<file path="src/rtl/asbt_defs.svh">
// Timing constants for the asynchronous SRAM controller.
`ifndef ASBT_DEFS_SVH
`define ASBT_DEFS_SVH
`define ASBT_CLK_PERIOD_PS 10000
`define ASBT_T_WC_PS 12000
`define ASBT_T_WP_PS 8000
`define ASBT_T_DW_PS 6000
`define ASBT_T_RC_PS 12000
`define ASBT_T_WHZ_PS 6000
`define ASBT_T_OW_PS 3000
`define ASBT_CYC_UP(t) (((t) + `ASBT_CLK_PERIOD_PS - 1) / `ASBT_CLK_PERIOD_PS)
`define ASBT_WP_CYC `ASBT_CYC_UP(`ASBT_T_WP_PS)
`define ASBT_RC_CYC `ASBT_CYC_UP(`ASBT_T_RC_PS)
`define ASBT_TURN_CYC 1
`endif

</file>
<file path="src/rtl/asbt_pkg.sv">
// Types for the asynchronous SRAM controller.
package asbt_pkg;
	typedef enum logic [4:0] {
		ASBT_IDLE  = 5'h01,
		ASBT_RDLY  = 5'h02,
		ASBT_WSET  = 5'h04,
		ASBT_WPUL  = 5'h08,
		ASBT_TURN  = 5'h10
	} asbt_state_t;
endpackage

</file>
<file path="src/rtl/asbt_ctrl.sv">
// Host-side controller driving a 256K x 16 asynchronous SRAM over its pins.
//------------------------------------------------------------------------------
// Behaviour
// - Write strobe stays high for the whole of every read.
// - Address is valid before or when chip select falls for a read.
// - A write cycle lasts at least the write cycle time.
// - Address, chip select and byte selects hold before end of write.
// - Write strobe stays low at least the write pulse width.
// - Write data is valid before end of write; removed a cycle after its end.
// - Address may change at start and end of write.
// - Address changes only while chip select or write strobe is high.
// - Controller never drives data pins while the memory drives them.
// - Output gate held high whenever the data pins must float.
//------------------------------------------------------------------------------
`timescale 1ns/1ps
`include "asbt_defs.svh"
module asbt_ctrl #(
	parameter int AW = 18,
	parameter int DW = 16
) (
	input  wire logic          SYS_CLK,
	input  wire logic          RST_N,
	input  wire logic          REQ_VALID,
	input  wire logic          REQ_WRITE,
	input  wire logic [AW-1:0] REQ_ADDR,
	input  wire logic [DW-1:0] REQ_WDATA,
	input  wire logic [1:0]    REQ_BE,
	output logic               REQ_READY,
	output logic               RD_VALID,
	output logic [DW-1:0]      RD_DATA,
	output logic [AW-1:0]      MEM_ADDR,
	output logic               MEM_CS_N,
	output logic               MEM_WE_N,
	output logic               MEM_OE_N,
	output logic               LOW_BYTE_SEL_N,
	output logic               HIGH_BYTE_SEL_N,
	input  wire logic [DW-1:0] DATA_PINS_IN,
	output logic [DW-1:0]      DATA_PINS_OUT,
	output logic               DATA_PINS_OE_N
);
	// Pulse and access lengths in whole clocks, rounded up for the slowest grade.
	// Faster parts work unchanged but gain no speed, so one build fits every grade.
	localparam logic [3:0] WP_CYC = 4'(`ASBT_WP_CYC);
	localparam logic [3:0] RC_CYC = 4'(`ASBT_RC_CYC);

	//--------------------------------------------------------------------------
	// Pin input synchroniser
	//--------------------------------------------------------------------------
	// The data pins settle on the memory's own timing, not on this clock.
	// Two flops guard against metastability at the price of two cycles a read.
	logic [DW-1:0] din_s1_ff, din_s2_ff;
	always_ff @(posedge SYS_CLK or negedge RST_N) begin
		if (!RST_N) begin
			din_s1_ff <= '0;
			din_s2_ff <= '0;
		end else begin
			din_s1_ff <= DATA_PINS_IN;
			din_s2_ff <= din_s1_ff;
		end
	end

	//--------------------------------------------------------------------------
	// Sequencer
	//--------------------------------------------------------------------------
	asbt_pkg::asbt_state_t state_ff, nxt_state;
	logic [3:0]    cnt_ff, nxt_cnt;
	logic [AW-1:0] addr_ff, nxt_addr;
	logic [DW-1:0] wd_ff, nxt_wd, rd_ff, nxt_rd;
	logic          cs_n_ff, nxt_cs_n, we_n_ff, nxt_we_n, oe_n_ff, nxt_oe_n;
	logic          lb_n_ff, nxt_lb_n, ub_n_ff, nxt_ub_n, doe_n_ff, nxt_doe_n;
	logic          rdy_ff, nxt_rdy, rv_ff, nxt_rv;

	// Every pin comes from its own flop, so no combinational glitch reaches a pin.
	always_comb begin
		nxt_state = state_ff;
		nxt_cnt   = cnt_ff;
		nxt_addr  = addr_ff;
		nxt_wd    = wd_ff;
		nxt_rd    = rd_ff;
		nxt_cs_n  = cs_n_ff;
		nxt_we_n  = we_n_ff;
		nxt_oe_n  = oe_n_ff;
		nxt_lb_n  = lb_n_ff;
		nxt_ub_n  = ub_n_ff;
		nxt_doe_n = doe_n_ff;
		nxt_rdy   = 1'b0;
		nxt_rv    = 1'b0;
		unique case (state_ff)
			asbt_pkg::ASBT_IDLE: begin
				nxt_rdy = 1'b1;
				if (REQ_VALID && rdy_ff) begin
					nxt_rdy  = 1'b0;
					// Address and chip select move together; strobe is high.
					nxt_addr = REQ_ADDR;
					nxt_cs_n = 1'b0;
					// Byte enables are high active here and low active at the pins.
					nxt_lb_n = ~REQ_BE[0];
					nxt_ub_n = ~REQ_BE[1];
					nxt_cnt  = 4'h0;
					if (REQ_WRITE) begin
						nxt_oe_n  = 1'b1;
						nxt_wd    = REQ_WDATA;
						nxt_state = asbt_pkg::ASBT_WSET;
					end else begin
						nxt_we_n  = 1'b1;
						nxt_oe_n  = 1'b0;
						nxt_doe_n = 1'b1;
						nxt_state = asbt_pkg::ASBT_RDLY;
					end
				end
			end
			asbt_pkg::ASBT_RDLY: begin
				// The memory's access time runs first, then the data crosses the flops.
				// Two extra cycles cover the pin synchroniser latency.
				nxt_cnt = cnt_ff + 4'h1;
				if (cnt_ff == RC_CYC + 4'h2) begin
					nxt_rd    = din_s2_ff;
					nxt_rv    = 1'b1;
					nxt_cs_n  = 1'b1;
					nxt_oe_n  = 1'b1;
					nxt_lb_n  = 1'b1;
					nxt_ub_n  = 1'b1;
					nxt_cnt   = 4'h0;
					nxt_state = asbt_pkg::ASBT_TURN;
				end
			end
			asbt_pkg::ASBT_WSET: begin
				// Output gate has been high for a cycle, so the memory has let go.
				nxt_doe_n = 1'b0;
				nxt_we_n  = 1'b0;
				// The pins stay driven from here through the turnaround state, released on the edge that leaves it.
				nxt_state = asbt_pkg::ASBT_WPUL;
			end
			asbt_pkg::ASBT_WPUL: begin
				nxt_cnt = cnt_ff + 4'h1;
				// Strobe, selects and data all held to the pulse end.
				if (cnt_ff == WP_CYC) begin
					nxt_we_n  = 1'b1;
					nxt_cs_n  = 1'b1;
					nxt_lb_n  = 1'b1;
					nxt_ub_n  = 1'b1;
					nxt_cnt   = 4'h0;
					nxt_state = asbt_pkg::ASBT_TURN;
				end
			end
			asbt_pkg::ASBT_TURN: begin
				// Data released a cycle after end of write, keeping hold above zero.
				nxt_doe_n = 1'b1;
				nxt_state = asbt_pkg::ASBT_IDLE;
				nxt_rdy   = 1'b1;
				// A new request is taken no sooner than the edge after this one.
			end
			default: begin
				// An illegal state code parks every strobe high and returns to idle.
				nxt_state = asbt_pkg::ASBT_IDLE;
				nxt_cs_n  = 1'b1;
				nxt_we_n  = 1'b1;
				nxt_oe_n  = 1'b1;
				nxt_doe_n = 1'b1;
			end
		endcase
	end

	//--------------------------------------------------------------------------
	// Sequencer registers
	//--------------------------------------------------------------------------
	always_ff @(posedge SYS_CLK or negedge RST_N) begin
		if (!RST_N) begin
			state_ff <= asbt_pkg::ASBT_IDLE;
			cnt_ff   <= 4'h0;
			addr_ff  <= '0;
			wd_ff    <= '0;
			rd_ff    <= '0;
			cs_n_ff  <= 1'b1;
			we_n_ff  <= 1'b1;
			oe_n_ff  <= 1'b1;
			lb_n_ff  <= 1'b1;
			ub_n_ff  <= 1'b1;
			doe_n_ff <= 1'b1;
			rdy_ff   <= 1'b0;
			rv_ff    <= 1'b0;
		end else begin
			state_ff <= nxt_state;
			cnt_ff   <= nxt_cnt;
			addr_ff  <= nxt_addr;
			wd_ff    <= nxt_wd;
			rd_ff    <= nxt_rd;
			cs_n_ff  <= nxt_cs_n;
			we_n_ff  <= nxt_we_n;
			oe_n_ff  <= nxt_oe_n;
			lb_n_ff  <= nxt_lb_n;
			ub_n_ff  <= nxt_ub_n;
			doe_n_ff <= nxt_doe_n;
			rdy_ff   <= nxt_rdy;
			rv_ff    <= nxt_rv;
		end
	end

	//--------------------------------------------------------------------------
	// Pin and status outputs
	//--------------------------------------------------------------------------
	assign REQ_READY       = rdy_ff;
	assign RD_VALID        = rv_ff;
	assign RD_DATA         = rd_ff;
	assign MEM_ADDR        = addr_ff;
	assign MEM_CS_N        = cs_n_ff;
	assign MEM_WE_N        = we_n_ff;
	assign MEM_OE_N        = oe_n_ff;
	assign LOW_BYTE_SEL_N  = lb_n_ff;
	assign HIGH_BYTE_SEL_N = ub_n_ff;
	assign DATA_PINS_OUT   = wd_ff;
	assign DATA_PINS_OE_N  = doe_n_ff;
endmodule

</file>
<file path="config.mk">
export PLATFORM = sky130hd
export DESIGN_NAME = asbt_ctrl
export DESIGN_NICKNAME = d
export VERILOG_FILES = /design/src/rtl/asbt_pkg.sv /design/src/rtl/asbt_ctrl.sv
export VERILOG_INCLUDE_DIRS = /design/src /design/src/rtl
export SDC_FILE = /design/constraint.sdc
export NUM_CORES = 1
export LEC_CHECK = 0
export BUFFER_PORTS_ARGS = -buffer_cell sky130_fd_sc_hd__buf_2
export CORE_MARGIN = 4
export CORE_UTILIZATION = 33
export DETAILED_ROUTE_END_ITERATION = 10
export GPL_ROUTABILITY_DRIVEN = 1
export PLACE_DENSITY = 0.56
export SYNTH_ARGS = -nofsm -noshare
export SYNTH_HDL_FRONTEND = slang
export SYNTH_SLANG_ARGS = --single-unit
</file>
<file path="constraint.sdc">
create_clock -name SYS_CLK -period 5.53 [get_ports SYS_CLK]
set_clock_uncertainty 0.1 [all_clocks]
set_input_delay 0.553 -clock SYS_CLK [delete_from_list [all_inputs] [get_ports SYS_CLK]]
set_output_delay 0.553 -clock SYS_CLK [all_outputs]
set_load 0.005 [all_outputs]
</file>
==> flow_summary_export.csv <==
group,metric,value,unit
sta,final-max-slew-violation-count,0,
cts,cts_buffers,9,
sta,max-slew-margin-rel,50.7,%
global_route,grt-ovfl-total,0,
floorplan,ioPinCount,114,
detailed_routing,ant_nets,0,
final_layout,area_growth,25.7,%
worst_setup_path,critical_path_buf_inv_count,1,
run_status,status,"finished, final reports clean",
pwr,pwr-share-seq,46.3,%
final_layout,fin_cells,537,
pwr,switching_share,30.4,%
worst_setup_path,worstSetupStartpointType,"flop",
logic_synthesis,synth_cell_types,45,
worst_setup_path,crit_required,5.65,ns
cts,h-tree-depth,3,
detailed_routing,via_per_inst,4.56,
pwr,peakVddDrop,0.202,mV
sta,rsz0062_at_grt,"no",
final_layout,fin_util,42.8,%
pwr,power.share.clock,27.1,%
cts,cts_resized,0,
global_route,track_usage,12.5,%
floorplan,design.die.area,13100,um^2
min_path,hp-class,"in2async",
sta,finalCriticalPeriod,2.09,ns
floorplan,initial_utilization,34.0,%
pwr,p_total,2200,uW
logic_synthesis,async_flop_share,100,%
global_route,antenna_found_initial,0,
logic_synthesis,syn_area_per_cell,13.4,um^2
detailed_routing,drt-total-wl,7670,um
floorplan,die_width,114,um
logic_synthesis,syn_inst,278,
job,cap_violations,0,
floorplan,core,11000,um^2
cts,path_clk_slew,0.07,ns
final_layout,fillers,1041,
worst_setup_path,crit_slowest_cell,"dfrtp_1",
detailed_routing,drcViolationCount,0,
final_layout,diodes,0,
logic_synthesis,synth.yosys.seq_area_share,66.5,%
pwr,pwr-share-comb,26.5,%
placed_design,io_buffers,113,
sta,max_freq,479,MHz
sta,tns,0,ns
detailed_routing,drt-pass1-iter-count,4,
floorplan,rows,38,
pwr,switching_power,668,uW
placed_design,place_inst,521,
final_layout,layout.nets,451,
placed_design,place_congestion,0.763,
worst_setup_path,worstPathArrival,2.21,ns
pwr,p_per_area,468,nW/um^2
pwr,internal_power,1530,uW
detailed_routing,wl_per_cell,14.3,um
placed_design,dp_slack,3.42,ns
sta,finalSetupViolations,0,
logic_synthesis,ys.warnings.count,0,
cts,clkLatencyLatePin,0.34,ns
final_layout,drive_above_1_share,44.8,%
logic_synthesis,ys.flop_type,"dfrtp_1",
logic_synthesis,synth_nets,337,
placed_design,dp_hpwl,5540,um
floorplan,fp.dieH,114,um
logic_synthesis,synth_edf_count,0,
worst_setup_path,cp_slowest_stage_delay,0.59,ns
sta,timing.final.ws_setup,3.44,ns
cts,cts.sinks,99,
sta,min_period_over_period,37.7,%
cts,cts_hold_buf,0,
worst_setup_path,worst-setup-path-type,"reg2reg",
cts,cts_tree,"built",
worst_setup_path,path_cells,"and4bb_1 -> and2_1 -> buf_4 -> nand2_4 -> mux2_2",
cts,cts_setup_buffers,0,
cts,cts_max_path_buffers,2,
sta,hold_violations,0,
global_route,grt_max_degree,61,
cts,cts-root-buf,"clkbuf_16",
worst_setup_path,critPathMaxFanout,22,
worst_setup_path,path_delay_family,"simple AND/OR/NAND/NOR gates",
logic_synthesis,syn_area,3740,um^2
detailed_routing,first_iter_violations,85,
pwr,power.leakage,0.00245,uW
logic_synthesis,synth_seq_cells,99,
detailed_routing,dr_total_vias,2447,
sta,worst_pin_slew,0.738,ns
global_route,grt_pass1_wl,12700,um
worst_setup_path,worst_setup_path_end_kind,"flop",
global_route,grt_pass1_vias,2583,
==> kinds of logic (layout without fill, tap and decap cells) <==
group           count (synthesis)  after routing  synth area share, %
flops                          99             99                 66.5
fa+ha+maj                       3              3                 1.00
mux                            33             33                 10.8
buf+inv                        18            137                 2.88
simple gates                   98             98                 13.2
compound gates                 23             23                 4.59
xor+xnor                        4              4                0.938
==> state kept, by name, indices dropped and copies added, names as in the netlist <==
| name | count |
|---|---|
| DATA_PINS_OE_N | 1 |
| RD_VALID | 1 |
| RD_DATA | 16 |
| MEM_CS_N | 1 |
| LOW_BYTE_SEL_N | 1 |
| REQ_READY | 1 |
| MEM_OE_N | 1 |
| din_s2_ff | 16 |
| MEM_ADDR | 18 |
| HIGH_BYTE_SEL_N | 1 |
| din_s1_ff | 16 |
| DATA_PINS_OUT | 16 |
| cnt_ff | 4 |
| state_ff | 5 |
| MEM_WE_N | 1 |
==> synth_stat cells (3+ instances only) <==
library cell	instances	area share (%)
dfrtp_1	92	62
nand2_1	59	5.9
mux2_2	24	7.2
mux2_4	9	3.6
dfstp_2	7	4.9
inv_1	6	0.60
nor2_1	6	0.60
nor3_1	6	0.80
o21ai_0	6	0.80
buf_2	5	0.67
nor2b_1	5	0.84
buf_6	4	1.2
nand3_1	4	0.54
a22o_1	3	0.70
ha_1	3	1.0
nand2b_1	3	0.50
xnor2_1	3	0.70
==> metal layers <==
| layer | wire length [um] | track usage (%) | vias to the layer above |
|---|---|---|---|
| li1 | - | - | 1164 |
| met1 | 3290 | 15.9 | 1186 |
| met2 | 3640 | 19.1 | 83 |
| met3 | 548 | 3.86 | 14 |
| met4 | 186 | 6.73 | 0 |
| met5 | 0 | 0 | - |
==> power by group through the flow <==
stage	Combinational (uW)	Sequential (uW)	Clock [uW]
floorplan	367	1010	0
global placement	583	1030	0
detailed placement	601	1030	0
CTS	600	1020	618
global route	667	1050	653
finish	583	1020	597
==> final timing paths <==
| path | startpoint | end | slack [ns] | cells past startpoint |
|---|---|---|---|---|
| worst max register to register | state_ff[3] | DATA_PINS_OUT[4] | 3.44 | 5 |
| worst min-delay path | RST_N | din_s1_ff[11] | 0.06 | 1 |
| max in group asynchronous | RST_N | MEM_ADDR[5] | 4.15 | 2 |
| worst max-delay path | state_ff[3] | DATA_PINS_OUT[4] | 3.44 | 5 |
| min in group SYS_CLK | DATA_PINS_IN[12] | din_s1_ff[12] | 0.21 | 1 |
| worst min register to register | din_s1_ff[6] | din_s2_ff[6] | 0.25 | 0 |
==> area by class of cell <==
type	instances	area [um^2]	area share (%)
clock inverter	5	45.0	0.959
clock buffer	11	243	5.17
sequential	99	2490	52.9
multi-input combinational	161	1140	24.3
tap	140	175	3.73
timing repair buffer	115	583	12.4
inverter	6	22.5	0.479
==> metrics by stage <==
step,cell area (um^2),hold slack [ns]
final,4700,0.0641
after global routing,4700,0.105
after CTS,4700,0.0746
after detailed placement,4410,0.235
after global placement,4410,0.232
after floorplan,3740,0.157
==> layout by cell type, fill, tap and decap left out, drive strengths merged, types with 3 or more instances in the layout <==
master,instances
clkbuf,11
dfrtp,92
nor3b,3
a21oi,3
o21ai,6
nor2b,5
ha,3
buf,115
nand2b,3
nor2,6
a22o,3
mux2,33
nand3,4
xnor2,3
dfstp,7
nor3,6
nand2,60
inv,9
==> worst reg2reg max path: cells and delay by family (launching register included) <==
family	cells	cell delay [ns]
buf+inv	1	0.22
simple gates	3	0.70
mux	1	0.37
flops	1	0.59
No activity file was read; power rests on OpenSTA's default activity.
